### src/common/flash_opt_pkg.sv
package flash_opt_pkg;
  // --------------------------------------------------------------
  // Address map of the data space window
  // --------------------------------------------------------------
  localparam logic [15:0] INFO_FIRST = 16'hfe00;
  localparam logic [15:0] INFO_LAST = 16'hfe7f;
  localparam logic [6:0] INFO_USER_LAST = 7'h3f;
  localparam int PAGE_INFO_BIT = 7;
  localparam logic [2:0] HIGH_SECTOR = 3'h7;
  // --------------------------------------------------------------
  // Register offsets and reset values
  // --------------------------------------------------------------
  localparam logic [3:0] REG_FREQ_HI = 4'h0;
  localparam logic [3:0] REG_FREQ_LO = 4'h1;
  localparam logic [3:0] REG_PAGE = 4'h2;
  localparam logic [3:0] REG_PAGE_CHK = 4'h3;
  localparam logic [3:0] REG_SECT = 4'h4;
  localparam logic [3:0] REG_PADDR = 4'h5;
  localparam logic [3:0] REG_PDATA = 4'h6;
  localparam logic [3:0] REG_CTL = 4'h7;
  localparam logic [3:0] REG_STAT = 4'h8;
  localparam logic [7:0] BYTE_RST = 8'h00;
  localparam logic [7:0] OPT_RST = 8'hff;
  // Status bit positions
  localparam int STAT_BUSY = 7;
  localparam int STAT_OPEN = 6;
  localparam int STAT_PMATCH = 5;
  localparam int STAT_INFO = 4;
  localparam int STAT_ERR = 3;
  // Control codes
  localparam logic [7:0] UNLOCK_KEY1 = 8'h73;
  localparam logic [7:0] UNLOCK_KEY2 = 8'h8c;
  localparam logic [7:0] CMD_PROG = 8'h5a;
  localparam logic [7:0] CMD_ERASE = 8'h95;
  // --------------------------------------------------------------
  // Option bytes in program memory and their fields
  // --------------------------------------------------------------
  localparam logic [15:0] OPT_ADDR0 = 16'h0000;
  localparam logic [15:0] OPT_ADDR1 = 16'h0001;
  localparam int OPT_WDT_IRQ_BIT = 7;
  localparam int OPT_WDT_ON_BIT = 6;
  localparam int OPT_BO_STOP_BIT = 5;
  localparam int OPT_OSC_LSB = 3;
  localparam int OPT_RP_BIT = 2;
  localparam int OPT_HSWP_BIT = 1;
  localparam int OPT_WP_BIT = 0;
  localparam int OPT_IPO_LSB = 3;
  localparam int OPT_BO_TRIM_LSB = 0;
  // --------------------------------------------------------------
  // Timing, scaled at run time by the frequency value in kHz
  // --------------------------------------------------------------
  localparam logic [19:0] PROG_TIME_US = 20'd20;
  localparam logic [19:0] ERASE_TIME_MS = 20'd10;
  localparam logic [19:0] US_PER_MS = 20'd1000;
  localparam logic [19:0] UNIT_DIV = 20'd1;
  // --------------------------------------------------------------
  // Types
  // --------------------------------------------------------------
  typedef enum logic [1:0] {LK_LOCKED, LK_KEY1, LK_OPEN} lock_t;
  typedef enum logic [1:0] {WP_NONE, WP_HIGH, WP_ALL} wp_level_t;
  typedef enum logic [2:0] {LD_REQ0, LD_WAIT0, LD_CAP0, LD_REQ1, LD_WAIT1, LD_CAP1, LD_RUN} load_t;
  // Programmed option bits read as zero
  function automatic wp_level_t wp_decode(input logic wp, input logic hswp);
    if (!wp) wp_decode = WP_ALL;
    else if (!hswp) wp_decode = WP_HIGH;
    else wp_decode = WP_NONE;
  endfunction
endpackage

### src/hdl/pulse_timer.sv
module pulse_timer import flash_opt_pkg::*; #(
  parameter logic [19:0] ERASE_MS = ERASE_TIME_MS
) (
  // Clock and reset
  input wire logic clk,
  input wire logic rst_b,
  // Launch
  input wire logic start,
  input wire logic is_erase,
  input wire logic [15:0] freq_khz,
  // State
  output logic busy
);
  // Cycles = kHz * time / divider, rounded up, never below one
  function automatic logic [23:0] scale(input logic [15:0] khz, input logic [19:0] num,
                                        input logic [19:0] den);
    logic [39:0] p;
    p = ({24'h0, khz} * {20'h0, num} + {20'h0, den} - 40'h1) / {20'h0, den};
    scale = (p[23:0] == 24'h0) ? 24'h1 : p[23:0];
  endfunction

  logic [23:0] cnt_q;
  logic [23:0] load_w;

  // Pulse length follows the clock rate so its duration stays fixed
  assign load_w = is_erase ? scale(freq_khz, ERASE_MS, UNIT_DIV) : scale(freq_khz, PROG_TIME_US, US_PER_MS);
  assign busy = (cnt_q != 24'h0);

  // Down counter; a start while busy is ignored
  always_ff @(posedge clk or negedge rst_b) begin
    if (!rst_b) cnt_q <= 24'h0;
    else if (start && !busy) cnt_q <= load_w;
    else if (busy) cnt_q <= cnt_q - 24'h1;
  end

  property p_load;
    @(posedge clk) disable iff (!rst_b) (start && !busy) |=> (cnt_q == $past(load_w));
  endproperty
  a_load: assert property (p_load) else $error("pulse length not loaded");
  property p_count;
    @(posedge clk) disable iff (!rst_b) (busy && !start) |=> (cnt_q == $past(cnt_q) - 24'h1);
  endproperty
  a_count: assert property (p_count) else $error("pulse counter skipped");
endmodule

### src/hdl/opt_loader.sv
module opt_loader import flash_opt_pkg::*; (
  // Clock and reset
  input wire logic clk,
  input wire logic rst_b,
  // Stop-mode recovery pin, asynchronous
  input wire logic stop_recover,
  // Flash read path
  input wire logic [7:0] fl_rdata,
  output logic ld_rd,
  output logic ld_sel,
  // Loaded configuration
  output logic hold,
  output logic [7:0] opt0_q,
  output logic [7:0] opt1_q
);
  load_t state_q;
  load_t state_d;
  logic sync0_q;
  logic sync1_q;
  logic prev_q;
  logic recover;

  // Recovery pulse from the second sync stage only
  assign recover = sync1_q && !prev_q;
  assign ld_rd = (state_q == LD_REQ0) || (state_q == LD_REQ1);
  assign ld_sel = (state_q == LD_REQ1);
  // CPU stays in reset until both bytes are in
  assign hold = (state_q != LD_RUN);

  // Load sequence, restarted by any reset
  always_comb begin
    state_d = state_q;
    unique case (state_q)
      LD_REQ0: state_d = LD_WAIT0;
      LD_WAIT0: state_d = LD_CAP0;
      LD_CAP0: state_d = LD_REQ1;
      LD_REQ1: state_d = LD_WAIT1;
      LD_WAIT1: state_d = LD_CAP1;
      LD_CAP1: state_d = LD_RUN;
      LD_RUN: state_d = LD_RUN;
      default: state_d = LD_REQ0;
    endcase
    if (recover) state_d = LD_REQ0;
  end

  always_ff @(posedge clk or negedge rst_b) begin
    if (!rst_b) begin
      state_q <= LD_REQ0;
      sync0_q <= 1'b0;
      sync1_q <= 1'b0;
      prev_q <= 1'b0;
    end else begin
      state_q <= state_d;
      sync0_q <= stop_recover;
      sync1_q <= sync0_q;
      prev_q <= sync1_q;
    end
  end

  // Option bytes change only during a load
  always_ff @(posedge clk or negedge rst_b) begin
    if (!rst_b) begin
      opt0_q <= OPT_RST;
      opt1_q <= OPT_RST;
    end else begin
      if (state_q == LD_CAP0) opt0_q <= fl_rdata;
      if (state_q == LD_CAP1) opt1_q <= fl_rdata;
    end
  end

  property p_restart;
    @(posedge clk) disable iff (!rst_b) recover |=> (state_q == LD_REQ0) ##5 hold ##1 !hold;
  endproperty
  a_restart: assert property (p_restart) else $error("reload not taken on recovery");
  property p_stable;
    @(posedge clk) disable iff (!rst_b) (!hold && !$past(hold)) |-> ($stable(opt0_q) && $stable(opt1_q));
  endproperty
  a_stable: assert property (p_stable) else $error("options changed outside load");
endmodule

### src/hdl/flash_timing_protect_options.sv
// Contract
// - Information area maps onto data addresses FE00H through FE7FH.
// - Information area reachable only while page select bit 7 is one.
// - Area holds trim and calibration; only the lower part is user-open.
// - High and low frequency bytes form one 16-bit timing value.
// - Read-protect option stops the debugger reading flash code.
// - Two write-protect options decode into three protection levels.
// - Protection joins options, lock, redundant page select, sector bits.
// - Every reset or stop recovery reloads options from flash.
// - Options are loaded before the processor leaves reset.
// - Changed option bits act only after a later reset.
// - Option configuration registers are invisible to software.
// - Options pick watchdog interrupt or reset, and run at reset.
// - Options pick oscillator mode and brownout behaviour in stop.
// - Options deliver oscillator and brownout threshold trim.
// - Information area lies in data space; user writes there blocked.
module flash_timing_protect_options import flash_opt_pkg::*; #(
  parameter logic [19:0] ERASE_MS = ERASE_TIME_MS
) (
  // Clock and reset
  input wire logic clk,
  input wire logic rst_b,
  // Register port
  input wire logic [3:0] reg_addr,
  input wire logic [7:0] reg_wdata,
  input wire logic reg_wr,
  input wire logic reg_rd,
  output logic [7:0] reg_rdata,
  // CPU data space
  input wire logic [15:0] data_addr,
  input wire logic data_rd,
  input wire logic data_wr,
  output logic info_sel,
  output logic data_wr_block,
  // Debugger read path
  input wire logic dbg_rd_req,
  output logic dbg_rd_grant,
  // Flash array
  input wire logic [7:0] fl_rdata,
  output logic fl_rd,
  output logic [15:0] fl_addr,
  output logic fl_info,
  output logic [7:0] fl_wdata,
  output logic fl_prog,
  output logic fl_erase,
  // Reset sequencing
  input wire logic stop_recover,
  output logic cpu_rst_hold,
  // Loaded configuration
  output logic wdt_irq_mode,
  output logic wdt_run_at_reset,
  output logic bo_on_in_stop,
  output logic [1:0] osc_mode,
  output logic [4:0] ipo_trim,
  output logic [2:0] bo_trim
);
  // ----------------------------------------------------------------
  // Declarations
  // ----------------------------------------------------------------
  logic [7:0] freq_hi_q;
  logic [7:0] freq_lo_q;
  logic [7:0] page_q;
  logic [7:0] page_chk_q;
  logic [7:0] sect_q;
  logic [7:0] paddr_q;
  logic [7:0] pdata_q;
  lock_t unlk_q;
  lock_t unlk_d;
  logic err_q;
  logic [7:0] rdata_q;
  logic [7:0] rd_mux;
  logic [7:0] stat_w;
  logic fl_rd_q;
  logic [15:0] fl_addr_q;
  logic fl_info_q;
  logic [7:0] fl_wdata_q;
  logic op_erase_q;
  logic [15:0] flash_timing_freq_value;
  logic busy;
  logic op_go;
  logic refuse;
  logic ld_rd;
  logic ld_sel;
  logic hold;
  logic [7:0] opt0;
  logic [7:0] opt1;
  logic read_protect_option;
  logic write_protect_option;
  logic high_sector_write_protect_option;
  wp_level_t wp_lvl;
  logic wr_hi;
  logic wr_lo;
  logic wr_page;
  logic wr_chk;
  logic wr_sect;
  logic wr_paddr;
  logic wr_pdata;
  logic wr_ctl;
  logic wr_stat;
  logic in_info;
  logic info_en;
  logic info_user;
  logic page_match;
  logic [2:0] sector;
  logic sect_prot;
  logic wp_ok;
  logic op_ok;
  logic is_cmd;
  logic cmd_erase;

  // ----------------------------------------------------------------
  // Option load at reset
  // ----------------------------------------------------------------
  // The CPU is released only when both bytes are captured
  opt_loader u_loader (
    .clk(clk),
    .rst_b(rst_b),
    .stop_recover(stop_recover),
    .fl_rdata(fl_rdata),
    .ld_rd(ld_rd),
    .ld_sel(ld_sel),
    .hold(hold),
    .opt0_q(opt0),
    .opt1_q(opt1)
  );
  assign cpu_rst_hold = hold;

  // Decoded option fields; the option bytes themselves are never mapped
  assign read_protect_option = !opt0[OPT_RP_BIT];
  assign write_protect_option = opt0[OPT_WP_BIT];
  assign high_sector_write_protect_option = opt0[OPT_HSWP_BIT];
  assign wp_lvl = wp_decode(write_protect_option, high_sector_write_protect_option);
  assign wdt_irq_mode = opt0[OPT_WDT_IRQ_BIT];
  assign wdt_run_at_reset = !opt0[OPT_WDT_ON_BIT];
  assign bo_on_in_stop = opt0[OPT_BO_STOP_BIT];
  assign osc_mode = opt0[OPT_OSC_LSB +: 2];
  assign ipo_trim = opt1[OPT_IPO_LSB +: 5];
  assign bo_trim = opt1[OPT_BO_TRIM_LSB +: 3];

  // ----------------------------------------------------------------
  // Register decode
  // ----------------------------------------------------------------
  // Address compare for each writable register
  assign wr_hi = reg_wr && (reg_addr == REG_FREQ_HI);
  assign wr_lo = reg_wr && (reg_addr == REG_FREQ_LO);
  assign wr_page = reg_wr && (reg_addr == REG_PAGE);
  assign wr_chk = reg_wr && (reg_addr == REG_PAGE_CHK);
  assign wr_sect = reg_wr && (reg_addr == REG_SECT);
  assign wr_paddr = reg_wr && (reg_addr == REG_PADDR);
  assign wr_pdata = reg_wr && (reg_addr == REG_PDATA);
  assign wr_ctl = reg_wr && (reg_addr == REG_CTL);
  assign wr_stat = reg_wr && (reg_addr == REG_STAT);

  // Timing value governs every program and erase pulse
  assign flash_timing_freq_value = {freq_hi_q, freq_lo_q};

  // ----------------------------------------------------------------
  // Information area window
  // ----------------------------------------------------------------
  // Range check plus the enable bit of the page select register
  assign in_info = (data_addr >= INFO_FIRST) && (data_addr <= INFO_LAST);
  assign info_en = page_q[PAGE_INFO_BIT];
  // Factory trim half stays hidden from user code
  assign info_user = (data_addr[6:0] <= INFO_USER_LAST);
  assign info_sel = in_info && info_en && info_user && (data_rd || data_wr);
  // Data writes never reach the window; only the controller programs it
  assign data_wr_block = data_wr && in_info;

  // ----------------------------------------------------------------
  // Debugger gating
  // ----------------------------------------------------------------
  assign dbg_rd_grant = dbg_rd_req && !read_protect_option;

  // ----------------------------------------------------------------
  // Protection checks
  // ----------------------------------------------------------------
  // Page select must be written twice with the same value
  assign page_match = (page_q == page_chk_q);
  assign sector = page_q[6:4];
  // Sector bits guard main memory only, not the information page
  assign sect_prot = !info_en && sect_q[sector];
  assign wp_ok = info_en || (wp_lvl == WP_NONE) || ((wp_lvl == WP_HIGH) && (sector != HIGH_SECTOR));
  assign is_cmd = (reg_wdata == CMD_PROG) || (reg_wdata == CMD_ERASE);
  assign cmd_erase = (reg_wdata == CMD_ERASE);
  assign op_ok = page_match && !busy && !sect_prot && wp_ok && !hold;

  // Unlock sequence; any command or wrong key relocks
  always_comb begin
    unlk_d = unlk_q;
    op_go = 1'b0;
    refuse = 1'b0;
    if (wr_ctl) begin
      unique case (unlk_q)
        LK_LOCKED: begin
          if (reg_wdata == UNLOCK_KEY1) unlk_d = LK_KEY1;
          else refuse = 1'b1;
        end
        LK_KEY1: begin
          if (reg_wdata == UNLOCK_KEY2) begin
            unlk_d = LK_OPEN;
          end else begin
            unlk_d = LK_LOCKED;
            refuse = 1'b1;
          end
        end
        LK_OPEN: begin
          unlk_d = LK_LOCKED;
          if (is_cmd && op_ok) op_go = 1'b1;
          else refuse = 1'b1;
        end
        default: unlk_d = LK_LOCKED;
      endcase
    end
  end

  // ----------------------------------------------------------------
  // Pulse timing
  // ----------------------------------------------------------------
  pulse_timer #(
    .ERASE_MS(ERASE_MS)
  ) u_timer (
    .clk(clk),
    .rst_b(rst_b),
    .start(op_go),
    .is_erase(cmd_erase),
    .freq_khz(flash_timing_freq_value),
    .busy(busy)
  );
  assign fl_prog = busy && !op_erase_q;
  assign fl_erase = busy && op_erase_q;

  // ----------------------------------------------------------------
  // Registers written by software
  // ----------------------------------------------------------------
  // Frequency and page fields are frozen while a pulse runs
  always_ff @(posedge clk or negedge rst_b) begin
    if (!rst_b) begin
      freq_hi_q <= BYTE_RST;
      freq_lo_q <= BYTE_RST;
      page_q <= BYTE_RST;
      page_chk_q <= BYTE_RST;
      paddr_q <= BYTE_RST;
      pdata_q <= BYTE_RST;
    end else if (!busy) begin
      if (wr_hi) freq_hi_q <= reg_wdata;
      if (wr_lo) freq_lo_q <= reg_wdata;
      if (wr_page) page_q <= reg_wdata;
      if (wr_chk) page_chk_q <= reg_wdata;
      if (wr_paddr) paddr_q <= reg_wdata;
      if (wr_pdata) pdata_q <= reg_wdata;
    end
  end

  // Sector bits only set; clearing needs a reset
  always_ff @(posedge clk or negedge rst_b) begin
    if (!rst_b) sect_q <= BYTE_RST;
    else if (wr_sect) sect_q <= sect_q | reg_wdata;
  end

  // Lock stage and sticky refusal flag; a new refusal beats the clear
  always_ff @(posedge clk or negedge rst_b) begin
    if (!rst_b) begin
      unlk_q <= LK_LOCKED;
      err_q <= 1'b0;
    end else begin
      unlk_q <= unlk_d;
      err_q <= refuse || (err_q && !wr_stat);
    end
  end

  // ----------------------------------------------------------------
  // Flash array port
  // ----------------------------------------------------------------
  // Loader reads take the port while the CPU is held
  always_ff @(posedge clk or negedge rst_b) begin
    if (!rst_b) begin
      fl_rd_q <= 1'b0;
      fl_addr_q <= 16'h0000;
      fl_info_q <= 1'b0;
      fl_wdata_q <= BYTE_RST;
      op_erase_q <= 1'b0;
    end else begin
      fl_rd_q <= ld_rd;
      if (ld_rd) begin
        fl_addr_q <= ld_sel ? OPT_ADDR1 : OPT_ADDR0;
        fl_info_q <= 1'b0;
      end else if (op_go) begin
        fl_addr_q <= {2'b00, page_q[6:0], cmd_erase ? 7'h00 : paddr_q[6:0]};
        fl_info_q <= info_en;
        fl_wdata_q <= pdata_q;
        op_erase_q <= cmd_erase;
      end
    end
  end
  assign fl_rd = fl_rd_q;
  assign fl_addr = fl_addr_q;
  assign fl_info = fl_info_q;
  assign fl_wdata = fl_wdata_q;

  // ----------------------------------------------------------------
  // Read data
  // ----------------------------------------------------------------
  // Status shows block state only
  always_comb begin
    stat_w = 8'h00;
    stat_w[STAT_BUSY] = busy;
    stat_w[STAT_OPEN] = (unlk_q == LK_OPEN);
    stat_w[STAT_PMATCH] = page_match;
    stat_w[STAT_INFO] = info_en;
    stat_w[STAT_ERR] = err_q;
  end

  // No offset reaches the option registers; unmapped reads give zero
  always_comb begin
    unique case (reg_addr)
      REG_FREQ_HI: rd_mux = freq_hi_q;
      REG_FREQ_LO: rd_mux = freq_lo_q;
      REG_PAGE: rd_mux = page_q;
      REG_PAGE_CHK: rd_mux = page_chk_q;
      REG_SECT: rd_mux = sect_q;
      REG_PADDR: rd_mux = paddr_q;
      REG_PDATA: rd_mux = pdata_q;
      REG_STAT: rd_mux = stat_w;
      default: rd_mux = 8'h00;
    endcase
  end

  // Read data stands for one cycle only
  always_ff @(posedge clk or negedge rst_b) begin
    if (!rst_b) rdata_q <= 8'h00;
    else rdata_q <= reg_rd ? rd_mux : 8'h00;
  end
  assign reg_rdata = rdata_q;

  // ----------------------------------------------------------------
  // Checks
  // ----------------------------------------------------------------
  property p_info_range;
    @(posedge clk) disable iff (!rst_b)
      info_sel |-> (data_addr[15:7] == INFO_FIRST[15:7]) && page_q[PAGE_INFO_BIT];
  endproperty
  a_info_range: assert property (p_info_range) else $error("window open outside range");
  property p_info_user;
    @(posedge clk) disable iff (!rst_b) info_sel |-> !data_addr[6];
  endproperty
  a_info_user: assert property (p_info_user) else $error("trim half exposed");
  property p_wr_block;
    @(posedge clk) disable iff (!rst_b) (data_wr && in_info) |-> data_wr_block;
  endproperty
  a_wr_block: assert property (p_wr_block) else $error("window write not blocked");
  property p_dbg;
    @(posedge clk) disable iff (!rst_b) !opt0[OPT_RP_BIT] |-> !dbg_rd_grant;
  endproperty
  a_dbg: assert property (p_dbg) else $error("debugger read despite protection");
  property p_wp_all;
    @(posedge clk) disable iff (!rst_b) (op_go && !opt0[OPT_WP_BIT]) |-> page_q[PAGE_INFO_BIT];
  endproperty
  a_wp_all: assert property (p_wp_all) else $error("write to fully protected memory");
  property p_go;
    @(posedge clk) disable iff (!rst_b)
      op_go |-> (unlk_q == LK_OPEN) && (page_q == page_chk_q) && !busy ##1 (unlk_q == LK_LOCKED) && busy;
  endproperty
  a_go: assert property (p_go) else $error("operation without unlock");
  property p_hold;
    @(posedge clk) disable iff (!rst_b) cpu_rst_hold |-> !op_go && !fl_prog && !fl_erase;
  endproperty
  a_hold: assert property (p_hold) else $error("operation during reset");
  property p_freq;
    @(posedge clk) disable iff (!rst_b)
      (wr_hi && !busy) |=> (flash_timing_freq_value[15:8] == $past(reg_wdata));
  endproperty
  a_freq: assert property (p_freq) else $error("frequency high byte lost");
  property p_opaque;
    @(posedge clk) disable iff (!rst_b) (reg_rd && (reg_addr > REG_STAT)) |=> (reg_rdata == 8'h00);
  endproperty
  a_opaque: assert property (p_opaque) else $error("unmapped read returned data");
endmodule

### config.mk
export PLATFORM = sky130hd
export DESIGN_NAME = flash_timing_protect_options
export DESIGN_NICKNAME = d
export VERILOG_FILES = /design/src/common/flash_opt_pkg.sv /design/src/hdl/pulse_timer.sv /design/src/hdl/opt_loader.sv /design/src/hdl/flash_timing_protect_options.sv
export SDC_FILE = /design/constraint.sdc
export NUM_CORES = 1
export LEC_CHECK = 0
export BUFFER_PORTS_ARGS = -buffer_cell sky130_fd_sc_hd__buf_4
export CORE_AREA = 2 2 179 181
export CTS_CLUSTER_DIAMETER = 150
export DETAILED_ROUTE_END_ITERATION = 6
export DIE_AREA = 0 0 181 183
export GPL_TIMING_DRIVEN = 0
export PLACE_DENSITY = 0.65
export SLEW_MARGIN = 20
export SYNTH_ARGS = -nofsm -noshare
export SYNTH_HDL_FRONTEND = slang
export SYNTH_SLANG_ARGS = --single-unit
### constraint.sdc
create_clock -name clk -period 12 [get_ports clk]
set_clock_uncertainty 0.15 [all_clocks]
set_input_delay 2.4 -clock clk [delete_from_list [all_inputs] [get_ports clk]]
set_output_delay 2.4 -clock clk [all_outputs]
set_load 0.1 [all_outputs]
==> out/qor.yml <==
place:
  pre_cts_slack_ns: -2.372
  hpwl_mm: 35.50
  place_area_um2: 15660
  gp_congestion: 0.9373
  place_inst: 2214
  port_buffers: 86
logic_synthesis:
  yosysTopAreaCell: "dfrtp_1"
  yosysMostFrequentCell: "nand2_1"
  synth_ff_type: "dfrtp_1"
  synthTopCellsByArea: "dfrtp_1 (21%), mux2_2 (5.5%), nand2_1 (4.6%)"
  synth_seq_area_share: 0.2443
  async_reset_ff_frac: 1.000
  synth_area_um2: 14220
  ys_ff_latch: 138
  synth_edf_count: 0
  synth_cell_types: 123
  yosysTopAreaCellShare: 0.2147
  netlist_instances: 1724
  synth_common_cells: "nand2_1 (174), nor2_1 (151), dfrtp_1 (122)"
  yosysWarnings: 0
  avgSynthCellArea_um2: 8.247
sta:
  finalSetupViolations: 3
  slew_headroom: 0.1774
  layout_min_cycle_time_ns: 12.97
  fin_crit_sh: 1.081
  fmaxAchievable_mhz: 77.10
  drv_slew: 0
  grt_setup_unrepaired: "true"
  hold_ws_ns: 0.1988
  tightestPinTransition_ns: 1.224
  hold_viol: 0
  setup_ws_ns: -0.9699
route:
  wirelength_mm: 50.55
  drcViolationCount: 5
  wl_per_cell_um: 21.11
  vias: 15620
  dr.pass1.iters: 7
  drt_iter0_drc: 1426
  via_per_inst: 6.522
  ant_nets: 0
finish:
  nNetsFinal: 2062
  antennaDiodeCount: 0
  drive_gt1_frac: 0.3542
  post-route-cell-area_um2: 19350
  largest_register_ffs: 24
  fillerInstances: 2675
  area_growth_syn_to_layout_pct: 36.12
  regMostFlops: "u_timer.cnt_q"
  layoutNonFillerInstCount: 2395
clock_network:
  clk_pin_slew_ns: 0.06
  cts-root-buf: "clkbuf_16"
  clock_latency_ns: 0.43
  clk_path_buf_depth: 2
  cts_num_sinks: 138
  cts_tree: "yes"
  htree_levels: 4
  cts_made_buffers: 17
floorplanning:
  fp.dieW_um: 181
  core-area_um2: 31230
  die_h_um: 183
  start_util: 0.4552
  rows: 65
  io_pins: 97
  fp.dieArea_um2: 33120
power:
  power_density_nw_per_um2: 81.43
  finalPower_mw: 1.576
  p_leak_nw: 7.744
  ir_worst_vdd_mv: 0.2979
critical_path:
  critPathArrivalTime_ns: 13.14
  crit_path_max_incr_delay_ns: 0.58
  worst_setup_path_start_kind: "flop"
  endpoint_kind: "flop"
  critical_path_class: "flop to flop"
  critical_path.max_fanout: 9
  cp_slowest_cell: "or4_4"
  required_ns: 12.17
global_routing:
  grt_pass1_wl_mm: 79.12
  grt_pass1_vias: 14980
  antenna_found_initial: 0
  track_usage: 0.2921
  grt_max_degree: 98
  gr-total-overflow: 0
flow_run:
  maxCapViolCount: 0
run_status:
  outcome: "complete, but fails checks"
  violations: "DRC, setup timing"
min_path:
  min_path_type: "flop to flop"
-- placed cells by master, fill, tap and decap left out, drive strengths merged, types with 60 or more instances in the layout --
cell type and n:
mux2 73, clkbuf 60, dfrtp 122, nand2 175, a21oi 83, nor3 63, buf 278, xnor2 72
o21ai 87, nor2 154, nand3 74
-- layer usage --
layer | vias up | GRT usage | share of wire
li1 | 7159 | - | -
met1 | 7673 | 0.3831 | 0.43
met2 | 655 | 0.4992 | 0.49
met3 | 134 | 0.03793 | 0.058
met4 | 0 | 0.09886 | 0.029
met5 | - | 0 | 0
-- cell families (layout without fill, tap and decap cells) --
| family | count (synthesis) | after routing | synth area share |
|---|---|---|---|
| AOI/OAI and AO/OA | 531 | 531 | 0.2850 |
| buffers and inverters | 105 | 373 | 0.03230 |
| and+or+nand+nor | 701 | 701 | 0.2539 |
| xor gates and xnor gates | 108 | 108 | 0.06908 |
| adders and majority gates | 39 | 39 | 0.03450 |
| other | 1 | 2 | 0.0002638 |
| DFF | 138 | 138 | 0.2443 |
| muxes | 101 | 101 | 0.08070 |
-- final timing paths --
path                             startpoint                 end  slack (ns)  depth (start not counted)
setup / recovery               freq_lo_q[1]    u_timer.cnt_q[0]       -0.97                         46
hold / removal             u_loader.sync0_q    u_loader.sync1_q        0.20                          0
setup reg to reg               freq_lo_q[1]    u_timer.cnt_q[0]       -0.97                         46
hold reg to reg            u_loader.sync0_q    u_loader.sync1_q        0.20                          0
max in group asynchronous             rst_b  u_loader.opt1_q[1]        9.19                          2
min in group asynchronous             rst_b          fl_addr[6]        1.70                          1
-- where the power goes --
part / internal, mW / leakage, nW / switching (mW) / total [mW]
Clock: 0.392 / 0.323 / 0.217 / 0.609
Sequential: 0.529 / 1.73 / 0.0311 / 0.561
Combinational: 0.102 / 5.69 / 0.304 / 0.406
Total: 1.02 / 7.74 / 0.552 / 1.58
-- area by class of cell --
| cell class | count | area [um2] | share of cell area |
|---|---|---|---|
| plain buffers | 75 | 437.9 | 0.02263 |
| clock buffers | 18 | 429.2 | 0.02218 |
| clock inverters | 13 | 239.0 | 0.01235 |
| inverters | 22 | 82.58 | 0.004267 |
| multi-input cells | 1482 | 12250 | 0.6332 |
| flip-flops and latches | 138 | 3481 | 0.1799 |
| well taps | 402 | 503.0 | 0.02599 |
| repair buffers | 245 | 1926 | 0.09950 |
-- worst max-delay path, delay by kind of cell, from the launching register on --
family | cells | cell delay [ns]
fa+ha+maj | 3 | 0.81
buf+inv | 5 | 0.83
compound gates | 18 | 4.84
flops | 1 | 0.43
mux | 2 | 0.44
simple gates | 18 | 5.30
-- repair_timing --
action                                  4_1_cts  5_1_grt
hold buffers                                  0        0
setup buffers                               111       47
endpoints found under the setup margin        4        4
gates cloned                                  0        1
gates resized for setup                     186      152
pin swaps                                    73       92
-- through the flow --
step | util | setup TNS (ns)
2_1_floorplan | - | -0.05719
3_3_place_gp | 0.4997 | -5.622
3_5_place_dp | 0.5014 | -6.011
4_1_cts | 0.5826 | -1.359
5_1_grt | 0.6197 | -2.542
6_report | 0.6197 | -1.659
(Power assumes the default switching activity.)
